==> config.mk <==
export PLATFORM = sky130hd
export DESIGN_NAME = cst_unit
export DESIGN_NICKNAME = d
export VERILOG_FILES = /design/src/verilog/cst_pkg.sv /design/src/verilog/cst_unit.sv
export SDC_FILE = /design/constraint.sdc
export NUM_CORES = 1
export LEC_CHECK = 0
export BUFFER_PORTS_ARGS = -buffer_cell sky130_fd_sc_hd__buf_4
export CORE_UTILIZATION = 25
export CTS_CLUSTER_SIZE = 24
export DETAILED_ROUTE_END_ITERATION = 8
export PLACE_DENSITY = 0.49
export REMOVE_ABC_BUFFERS = 1
export SYNTH_ARGS = -nofsm -noshare
export SYNTH_HDL_FRONTEND = slang
export SYNTH_SLANG_ARGS = --single-unit
export TNS_END_PERCENT = 50
==> constraint.sdc <==
create_clock -name clk -period 9.25 [get_ports clk]
set_input_delay 1.85 -clock clk [delete_from_list [all_inputs] [get_ports clk]]
set_output_delay 1.85 -clock clk [all_outputs]
set_load 0.005 [all_outputs]
==> src/verilog/cst_pkg.sv <==
// Constants and types for the core storage timing control unit
// Notes on behaviour
// - Address bits 16 and 29 pick one of four sense/inhibit section pairs.
// - Read clears every addressed bit; only former ones give a sense pulse.
// - Four sense amps per bit ORed to a detector, strobed into a sense latch.
// - During write, a zero data bit raises its inhibit driver.
// - Each data bit feeds four inhibit drivers; only the addressed one fires.
// - Only address bits 15 to 29 reach storage; bit 30 is not sent.
// - In 128K setups bit 15 chooses units 1 and 2 or units 3 and 4.
// - Read request starts every unit; bit 15 later gates drive currents.
// - Extension access sets a latch blocking normal Y, enabling extension Y.
// - Write data: 18 lines per unit, bytes 0-1 and bytes 2-3, chained on.
// - Read data: 18 lines per unit from sense latches, chained partners.
// - Each unit runs its own timing chain, started by read or write request.
// - Timing chain spans 500 ns, tapped every 25 ns, taps steer latches.
// - Pulse-width latch launches a 100 ns pulse into the chain at start.
// - Read-set governs read-1, read-2, X/Y read sources and strobe latches.
// - Write request starts all clocks; write-set only in units chosen by 15.
// - Write-set governs write, X/Y write source and inhibit latches.
// - System reset clears set latches and runs one chain pulse to clear rest.
// - Bytes 0-1 go to first address, bytes 2-3 to second address.
package cst_pkg;

    // Clock and chain timing
    localparam int CLK_PERIOD_NS = 8;
    localparam int TAP_NS        = 25;
    localparam int CHAIN_NS      = 500;
    localparam int PULSE_NS      = 100;
    localparam int CHAIN_CYC     = (CHAIN_NS + CLK_PERIOD_NS - 1)
                                   / CLK_PERIOD_NS;
    localparam int PULSE_CYC     = (PULSE_NS + CLK_PERIOD_NS - 1)
                                   / CLK_PERIOD_NS;
    localparam int CNT_W         = 7;
    localparam int TAP_W         = 5;
    localparam logic [9:0] CLK_NS10 = 10'(CLK_PERIOD_NS);
    localparam logic [9:0] TAP_NS10 = 10'(TAP_NS);

    // Default tap positions, in 25 ns units; strobe delay in clock cycles
    localparam int TAP_ADDR  = 2;
    localparam int TAP_RD1_S = 3;
    localparam int TAP_RD1_C = 12;
    localparam int TAP_RD2_S = 3;
    localparam int TAP_RD2_C = 12;
    localparam int TAP_XSR_S = 4;
    localparam int TAP_XSR_C = 12;
    localparam int TAP_YSR_S = 4;
    localparam int TAP_YSR_C = 12;
    localparam int TAP_STB_S = 8;
    localparam int TAP_STB_C = 9;
    localparam int TAP_WR_S  = 3;
    localparam int TAP_WR_C  = 13;
    localparam int TAP_XSW_S = 4;
    localparam int TAP_XSW_C = 13;
    localparam int TAP_YSW_S = 4;
    localparam int TAP_YSW_C = 13;
    localparam int TAP_INH_S = 3;
    localparam int TAP_INH_C = 14;
    localparam int STB_DLY   = 2;

    // Address bit positions on the fifteen address lines
    localparam int ADR_FIRST = 15;
    localparam int ADR_LAST  = 29;
    localparam int ADR_UNIT  = 15;
    localparam int ADR_HALF  = 16;
    localparam int ADR_XGRP  = 29;

    // Data layout: two bytes with parity per unit, four sense amps per bit
    localparam int HW_BITS   = 18;
    localparam int SECTIONS  = 4;

    // Register port
    localparam int RA_W = 4;
    localparam int RD_W = 32;
    localparam logic [3:0] REG_CTRL   = 4'h0;
    localparam logic [3:0] REG_STATUS = 4'h4;
    localparam logic [3:0] REG_SENSE  = 4'h8;
    localparam int CTRL_128K  = 0;
    localparam int CTRL_UPPER = 1;
    localparam int ST_TAP     = 0;
    localparam int ST_RUN     = 5;
    localparam int ST_RDSET   = 6;
    localparam int ST_WRSET   = 7;
    localparam int ST_SEL     = 8;
    localparam int ST_EXT     = 9;
    localparam int ST_ERR     = 10;

    typedef enum logic [0:0] {
        CH_IDLE = 1'h0,
        CH_RUN  = 1'h1
    } cst_chain_t;

endpackage

==> src/verilog/cst_unit.sv <==
// Timing chain, latch sequence and section gating for one storage unit
`timescale 1ns/1ps
module cst_unit #(
    parameter int TAP_ADDR  = cst_pkg::TAP_ADDR,
    parameter int TAP_RD1_S = cst_pkg::TAP_RD1_S,
    parameter int TAP_RD1_C = cst_pkg::TAP_RD1_C,
    parameter int TAP_RD2_S = cst_pkg::TAP_RD2_S,
    parameter int TAP_RD2_C = cst_pkg::TAP_RD2_C,
    parameter int TAP_XSR_S = cst_pkg::TAP_XSR_S,
    parameter int TAP_XSR_C = cst_pkg::TAP_XSR_C,
    parameter int TAP_YSR_S = cst_pkg::TAP_YSR_S,
    parameter int TAP_YSR_C = cst_pkg::TAP_YSR_C,
    parameter int TAP_STB_S = cst_pkg::TAP_STB_S,
    parameter int TAP_STB_C = cst_pkg::TAP_STB_C,
    parameter int TAP_WR_S  = cst_pkg::TAP_WR_S,
    parameter int TAP_WR_C  = cst_pkg::TAP_WR_C,
    parameter int TAP_XSW_S = cst_pkg::TAP_XSW_S,
    parameter int TAP_XSW_C = cst_pkg::TAP_XSW_C,
    parameter int TAP_YSW_S = cst_pkg::TAP_YSW_S,
    parameter int TAP_YSW_C = cst_pkg::TAP_YSW_C,
    parameter int TAP_INH_S = cst_pkg::TAP_INH_S,
    parameter int TAP_INH_C = cst_pkg::TAP_INH_C,
    parameter int STB_DLY   = cst_pkg::STB_DLY
) (
    // Clock, reset, enable
    input  wire logic                  clk,
    input  wire logic                  nrst,
    input  wire logic                  clk_en,
    // Register port
    input  wire logic [cst_pkg::RA_W-1:0] reg_addr,
    input  wire logic [cst_pkg::RD_W-1:0] reg_wdata,
    input  wire logic                  reg_wr,
    input  wire logic                  reg_rd,
    output logic [cst_pkg::RD_W-1:0]   reg_rdata,
    // Processor side of the storage interface
    input  wire logic                  read_call,
    input  wire logic                  write_call,
    input  wire logic                  sys_reset,
    input  wire logic [15:29]          storage_address_reg,
    input  wire logic                  use_ext,
    input  wire logic [17:0]           wdata,
    output logic [17:0]                rdata,
    // Partner unit chaining
    input  wire logic [17:0]           rdata_chain,
    output logic [17:0]                wdata_chain,
    // Sense amplifiers, index bit*4 + section
    input  wire logic [71:0]           sense_amp,
    output logic [3:0]                 sa_gate,
    output logic                       sense_strobe,
    // Drivers
    output logic [71:0]                inh_drv,
    output logic [1:0]                 x_ctrl_rd,
    output logic                       y_ctrl_rd,
    output logic                       x_src_rd,
    output logic                       y_src_rd,
    output logic [1:0]                 x_ctrl_wr,
    output logic                       y_ctrl_wr,
    output logic                       x_src_wr,
    output logic                       y_src_wr,
    output logic                       y_norm_blk,
    output logic                       y_ext_en,
    output logic                       pulse_width
);

    localparam int W = cst_pkg::TAP_W;
    localparam int N = cst_pkg::HW_BITS;
    localparam int S = cst_pkg::SECTIONS;
    localparam logic [cst_pkg::CNT_W-1:0] CNT_END =
        cst_pkg::CNT_W'(cst_pkg::CHAIN_CYC - 1);
    localparam logic [cst_pkg::CNT_W-1:0] CNT_PW =
        cst_pkg::CNT_W'(cst_pkg::PULSE_CYC);
    localparam int A_CHAIN = cst_pkg::CHAIN_CYC;

    // Tap reached by the pulse front after c cycles
    function automatic logic [W-1:0] tap_of(
        input logic [cst_pkg::CNT_W-1:0] c);
        logic [9:0] p;
        p = {3'h0, c} * cst_pkg::CLK_NS10;
        return W'(p / cst_pkg::TAP_NS10);
    endfunction

    // Timing latch: set at one tap while governed, cleared at another
    function automatic logic lat(input logic q, input logic run_i,
                                 input logic gov, input logic [W-1:0] t,
                                 input int s, input int c);
        logic r;
        r = q;
        if (!run_i) begin
            r = 1'b0;
        end else if (t == W'(c)) begin
            r = 1'b0;
        end else if (gov && t == W'(s)) begin
            r = 1'b1;
        end
        return r;
    endfunction

    // Section index from bits 16 and 29
    function automatic logic [1:0] sect(input logic b16, input logic b29);
        return {b16, ~b29};
    endfunction

    // One of two 8K halves from bit 16
    function automatic logic [1:0] half(input logic b16);
        return b16 ? 2'h2 : 2'h1;
    endfunction

    cst_pkg::cst_chain_t           chain;
    logic [cst_pkg::CNT_W-1:0]     cnt;
    logic [W-1:0]                  tap;
    logic                          run;
    logic                          start;
    logic                          rd_set;
    logic                          wr_set;
    logic                          rd1;
    logic                          rd2;
    logic                          xsr;
    logic                          ysr;
    logic                          stb;
    logic                          wr;
    logic                          xsw;
    logic                          ysw;
    logic                          inh;
    logic [STB_DLY:0]              stb_pipe;
    logic [15:29]                  adr_q;
    logic                          ext_q;
    logic                          sel_q;
    logic                          cfg_128k;
    logic                          cfg_upper;
    logic                          err;
    logic [N-1:0]                  det;
    logic [N-1:0]                  sense_q;
    logic [1:0]                    sec;
    logic                          live_sel;
    logic [cst_pkg::RD_W-1:0]      next_rdata;

    assign run   = (chain == cst_pkg::CH_RUN);
    assign tap   = tap_of(cnt);
    assign start = (read_call | write_call | sys_reset) & ~run;
    assign sec   = sect(adr_q[cst_pkg::ADR_HALF], adr_q[cst_pkg::ADR_XGRP]);
    // Unit choice follows bit 15 only in the four-unit setup
    assign live_sel = ~cfg_128k
        | (storage_address_reg[cst_pkg::ADR_UNIT] == cfg_upper);

    // Chain runs on its own, whatever the processor does meanwhile
    always_ff @(posedge clk or negedge nrst) begin
        if (!nrst) begin
            chain <= cst_pkg::CH_IDLE;
            cnt   <= '0;
        end else if (clk_en) begin
            case (chain)
                cst_pkg::CH_IDLE: begin
                    if (start) begin
                        chain <= cst_pkg::CH_RUN;
                        cnt   <= '0;
                    end
                end
                cst_pkg::CH_RUN: begin
                    if (cnt == CNT_END) begin
                        chain <= cst_pkg::CH_IDLE;
                        cnt   <= '0;
                    end else begin
                        cnt <= cnt + 1'b1;
                    end
                end
                default: begin
                    chain <= cst_pkg::CH_IDLE;
                end
            endcase
        end
    end

    // Launch pulse, 100 ns long from the first chain cycle
    assign pulse_width = run && (cnt < CNT_PW);

    // Set latches; system reset wins and still launches a chain pulse
    always_ff @(posedge clk or negedge nrst) begin
        if (!nrst) begin
            rd_set <= 1'b0;
            wr_set <= 1'b0;
        end else if (clk_en) begin
            if (sys_reset) begin
                rd_set <= 1'b0;
                wr_set <= 1'b0;
            end else if (start && read_call) begin
                rd_set <= 1'b1;
            end else if (start && write_call) begin
                wr_set <= live_sel;
            end else if (run && cnt == CNT_END) begin
                rd_set <= 1'b0;
                wr_set <= 1'b0;
            end
        end
    end

    // Address taken late in read, at once on write
    always_ff @(posedge clk or negedge nrst) begin
        if (!nrst) begin
            adr_q <= '0;
            ext_q <= 1'b0;
            sel_q <= 1'b0;
        end else if (clk_en) begin
            if ((start && write_call && !sys_reset)
                || (run && rd_set && tap == W'(TAP_ADDR))) begin
                adr_q <= storage_address_reg;
                ext_q <= use_ext;
                sel_q <= live_sel;
            end else if (sys_reset || (run && cnt == CNT_END)) begin
                ext_q <= 1'b0;
            end
        end
    end

    // Read timing latches
    always_ff @(posedge clk or negedge nrst) begin
        if (!nrst) begin
            rd1 <= 1'b0;
            rd2 <= 1'b0;
            xsr <= 1'b0;
            ysr <= 1'b0;
            stb <= 1'b0;
        end else if (clk_en) begin
            rd1 <= lat(rd1, run, rd_set, tap, TAP_RD1_S, TAP_RD1_C);
            rd2 <= lat(rd2, run, rd_set, tap, TAP_RD2_S, TAP_RD2_C);
            xsr <= lat(xsr, run, rd_set, tap, TAP_XSR_S, TAP_XSR_C);
            ysr <= lat(ysr, run, rd_set, tap, TAP_YSR_S, TAP_YSR_C);
            stb <= lat(stb, run, rd_set & rd1, tap,
                       TAP_STB_S, TAP_STB_C);
        end
    end

    // Write timing latches
    always_ff @(posedge clk or negedge nrst) begin
        if (!nrst) begin
            wr  <= 1'b0;
            xsw <= 1'b0;
            ysw <= 1'b0;
            inh <= 1'b0;
        end else if (clk_en) begin
            wr  <= lat(wr, run, wr_set, tap, TAP_WR_S, TAP_WR_C);
            xsw <= lat(xsw, run, wr_set, tap, TAP_XSW_S, TAP_XSW_C);
            ysw <= lat(ysw, run, wr_set, tap, TAP_YSW_S, TAP_YSW_C);
            inh <= lat(inh, run, wr_set, tap, TAP_INH_S, TAP_INH_C);
        end
    end

    // Strobe latch through a further delay, edge gives one-cycle strobe
    always_ff @(posedge clk or negedge nrst) begin
        if (!nrst) begin
            stb_pipe <= '0;
        end else if (clk_en) begin
            stb_pipe <= {stb_pipe[STB_DLY-1:0], stb};
        end
    end
    assign sense_strobe = stb_pipe[STB_DLY-1] & ~stb_pipe[STB_DLY];

    // Only the addressed section of the addressed unit listens
    assign sa_gate = (rd_set && sel_q) ? (4'h1 << sec) : 4'h0;

    always_comb begin
        for (int i = 0; i < N; i++) begin
            det[i] = |(sense_amp[i*S +: S] & sa_gate);
        end
    end

    // Cleared at read start so untouched zeros read back as zero
    always_ff @(posedge clk or negedge nrst) begin
        if (!nrst) begin
            sense_q <= '0;
        end else if (clk_en) begin
            if (start && read_call && !sys_reset) begin
                sense_q <= '0;
            end else if (sense_strobe) begin
                sense_q <= sense_q | det;
            end
        end
    end

    // Halfword out from own sense latches, else passed from partner
    always_ff @(posedge clk or negedge nrst) begin
        if (!nrst) begin
            rdata       <= '0;
            wdata_chain <= '0;
        end else if (clk_en) begin
            rdata       <= sel_q ? sense_q : rdata_chain;
            wdata_chain <= wdata;
        end
    end

    // Inhibit raised only for zero bits, only in the addressed section
    always_comb begin
        inh_drv = '0;
        for (int i = 0; i < N; i++) begin
            if (inh && sel_q && !wdata[i]) begin
                inh_drv[i*S + 32'(sec)] = 1'b1;
            end
        end
    end

    // Drivers; this unit writes its halfword to its own address lines
    assign x_ctrl_rd = (rd1 && sel_q) ? half(adr_q[cst_pkg::ADR_HALF])
                                      : 2'h0;
    assign y_ctrl_rd = rd2 && sel_q;
    assign x_src_rd  = xsr && sel_q;
    assign y_src_rd  = ysr && sel_q;
    assign x_ctrl_wr = wr ? half(adr_q[cst_pkg::ADR_HALF]) : 2'h0;
    assign y_ctrl_wr = wr;
    assign x_src_wr  = xsw;
    assign y_src_wr  = ysw;
    assign y_norm_blk = ext_q;
    assign y_ext_en   = ext_q && (y_ctrl_rd || y_ctrl_wr);

    // Control register and overlap flag; a new overlap beats the clear
    always_ff @(posedge clk or negedge nrst) begin
        if (!nrst) begin
            cfg_128k  <= 1'b0;
            cfg_upper <= 1'b0;
            err       <= 1'b0;
        end else if (clk_en) begin
            if (reg_wr && reg_addr == cst_pkg::REG_CTRL) begin
                cfg_128k  <= reg_wdata[cst_pkg::CTRL_128K];
                cfg_upper <= reg_wdata[cst_pkg::CTRL_UPPER];
            end
            if (run && (read_call || write_call)) begin
                err <= 1'b1;
            end else if (reg_wr && reg_addr == cst_pkg::REG_STATUS
                         && reg_wdata[cst_pkg::ST_ERR]) begin
                err <= 1'b0;
            end
        end
    end

    always_comb begin
        next_rdata = '0;
        if (reg_addr == cst_pkg::REG_CTRL) begin
            next_rdata[cst_pkg::CTRL_128K]  = cfg_128k;
            next_rdata[cst_pkg::CTRL_UPPER] = cfg_upper;
        end else if (reg_addr == cst_pkg::REG_STATUS) begin
            next_rdata[cst_pkg::ST_TAP +: W] = tap;
            next_rdata[cst_pkg::ST_RUN]   = run;
            next_rdata[cst_pkg::ST_RDSET] = rd_set;
            next_rdata[cst_pkg::ST_WRSET] = wr_set;
            next_rdata[cst_pkg::ST_SEL]   = sel_q;
            next_rdata[cst_pkg::ST_EXT]   = ext_q;
            next_rdata[cst_pkg::ST_ERR]   = err;
        end else if (reg_addr == cst_pkg::REG_SENSE) begin
            next_rdata[N-1:0] = sense_q;
        end
    end

    // Read data stand only in the cycle after the strobe
    always_ff @(posedge clk or negedge nrst) begin
        if (!nrst) begin
            reg_rdata <= '0;
        end else if (clk_en) begin
            reg_rdata <= reg_rd ? next_rdata : '0;
        end
    end
endmodule

==> results by group <==
Run status
  • Status: finished clean

Global route
  • Largest net degree at the start of global routing: 65
  • Initial antenna violation count: 0
  • Grt ovf: 0
  • First-pass GRT wire length: 35.21 mm
  • Tot GR Track Use: 17.51%
  • Number of global-route vias before repair: 5988

Route
  • WL per Instance: 17.82 µm
  • Via Count: 6385
  • DRC violations left: 0
  • Vias per inst: 4.878
  • Routed Antenna Nets: 0
  • DRT Pass-1 Iters: 8
  • DRT iter0 DRCs: 343
  • Final Routed Wirelength: 23.32 mm

Layout
  • Nets: 1155
  • Fill cells: 2607
  • Core Util, Final: 36.24%
  • Antenna fix cells: 0
  • Commonest non-fill, non-tap cell in the layout: buf_4
  • Seq. cell area: 2452 µm²
  • Post-route insts no fill: 1309
  • Area of the multi-input gates: 3515 µm²
  • Commonest non-fill, non-tap cells in the layout: buf_4, nor2_1, dfrtp_1
  • P&R area growth vs syn: 40.77%
  • Final instance area: 8916 µm²
  • Share of layout cells above drive strength 1: 36.14%

Logic synthesis
  • EDFF count, synth: 0
  • Post-Syn Instances: 738
  • Ys async rst share: 100.0%
  • Yosys warns: 0
  • Synth cell types: 89
  • Flip-flop and latch count after synthesis: 98
  • Mean post-synth cell area: 8.582 µm²
  • Mapped cell area: 6334 µm²
  • Top FF cell, synth: dfrtp_1
  • Sequential share of the synthesized area: 38.72%

Timing
  • Slew Viols, Final: 0
  • Setup_tns: 0 ps
  • Final Cycle Share: 58.85%
  • Fmax: 183.7 MHz
  • RSZ-0062 raised after global routing: no
  • Max-slew headroom: 31.85%
  • Hold WS: 505.3 ps
  • Pin slew with the least headroom to its limit: 1017 ps
  • Worst setup margin: 3807 ps
  • Skew final: 12.10 ps
  • Final Hold Violating Endpoints: 0
  • Final min period: 5443 ps
  • Final setup vio count: 0

Placement
  • GPL Wtd Cong: 0.7843
  • # port buffers: 270
  • Placement Cell Area: 8601 µm²
  • Setup Slack @ Placement: 3819 ps
  • Detail Placement HPWL: 17.52 mm
  • Placed cells: 1293

Clock network
  • CTS clk-pin slew, worst paths: 70 ps
  • Clock sinks: 98
  • Clk buf depth: 2
  • Post-CTS sizing: 0
  • CTS Buf Count: 9
  • Htree depth: 3
  • Root Buffer Master: clkbuf_16
  • Post-CTS setup buffers: 0
  • Clk_lat worst skew: 360 ps
  • CTS tree: done
  • CTS Hold Bufs: 0

Critical path
  • Startpoint types: flop
  • Setup CP Type: reg2reg
  • Worst path required time: 9490 ps
  • Cells on worst reg2reg path: 17
  • R2r endpoint: adr_q[29]
  • Crit-path max FO: 11
  • Worst Setup SP: cnt[0]
  • Internal reg-to-reg setup slack: 3810 ps
  • WP data arrival: 5680 ps
  • Endpoint class of the critical path: flop
  • CP endpoint: adr_q[29]
  • Worst r2r src: cnt[0]

Power
  • Pleak: 4.175 nW
  • Worst vdd ir: 135.0 µV
  • Power consumption: 2.358 mW
  • Power density over the cells: 264.5 nW/µm²

Floorplan
  • Rows: 57
  • Core Footprint: 24600 µm²
  • Height of the die: 161.2 µm
  • Die width: 161.2 µm
  • Ports: 326
  • Die ar.: 25970 µm²
  • Initial Util: 25.74%

Worst hold path
  • Hold crit path type: reg2reg

Run
  • Total of max-cap violations: 0
-- where the power goes --
group | internal [mW] | total [mW] | switching (mW)
clock network | 0.218 | 0.410 | 0.192
registers | 0.500 | 0.623 | 0.123
logic | 0.597 | 1.32 | 0.728
-- synth_stat cells, drive strengths merged, types with 14 or more instances --
library cell	number	area (µm²)
nor2	154	578.1
dfrtp	98	2452
a21oi	51	266.5
a22oi	46	345.3
nand2	42	157.7
inv	34	130.1
buf	32	200.2
mux2	30	341.6
o21ai	30	165.2
clkbuf	29	108.9
mux2i	20	200.2
o22ai	15	93.84
nor3	14	70.07
-- layout make-up --
| cell class | instances | area share, % |
|---|---|---|
| flip-flops and latches | 98 | 27.50 |
| multi-input cells | 557 | 39.42 |
| clock inverters | 7 | 1.010 |
| inverters | 35 | 1.502 |
| well taps | 324 | 4.547 |
| clock buffers | 9 | 2.526 |
| repair buffers | 279 | 23.49 |
-- per-layer routing --
| layer | global-route usage, % | routed length [µm] |
|---|---|---|
| met5 | 0 | 0 |
| met1 | 23.07 | 10200 |
| met2 | 29.57 | 11500 |
| met3 | 3.724 | 1455 |
| met4 | 3.216 | 161 |
-- worst max-delay path: stages, from the launching register on --
cell	delay, ps
dfrtp_1	580
clkinv_1	370
ha_1	350
or2_0	360
nor4_1	460
o211ai_2	210
a21boi_2	270
o21ai_0	140
and2_1	230
xnor2_1	250
ha_1	330
xnor2_1	100
o31ai_1	200
o311a_1	260
o21a_1	360
and4b_1	290
a21oi_4	230
mux2_1	340
-- sequential cells by signal, indices dropped and copies added, names as in the netlist, 2 cells and up --
signal and count:
rdata 18, reg_rdata 18, sense_q 18, wdata_chain 18
cnt 7, stb_pipe 3, adr_q 2
-- worst min-delay path by stage --
stage	startpoint	to	slack, ps	cells past startpoint
finish	err	err	510	2
detailed placement	wdata_chain[6]	wdata_chain[6]	500	1
global placement	wdata_chain[11]	wdata_chain[11]	490	1
global route	wdata_chain[9]	wdata_chain[9]	530	1
CTS	wdata_chain[6]	wdata_chain[6]	520	1
floorplan	err	err	450	2
-- cells by family (layout without fill, tap and decap cells) --
logic type                 after synthesis  after routing  synth area share (%)
muxes                                   50             50                 8.554
AOI/OAI and AO/OA                      205            205                 23.57
DFF                                     98             98                 38.72
adders and majority gates                7              7                 1.383
and+or+nand+nor                        273            273                 19.62
other                                    1             14               0.05921
buffers and inverters                   96            330                 6.993
xor gates and xnor gates                 8              8                 1.106
Note: power is estimated with default switching activity, not from simulation.
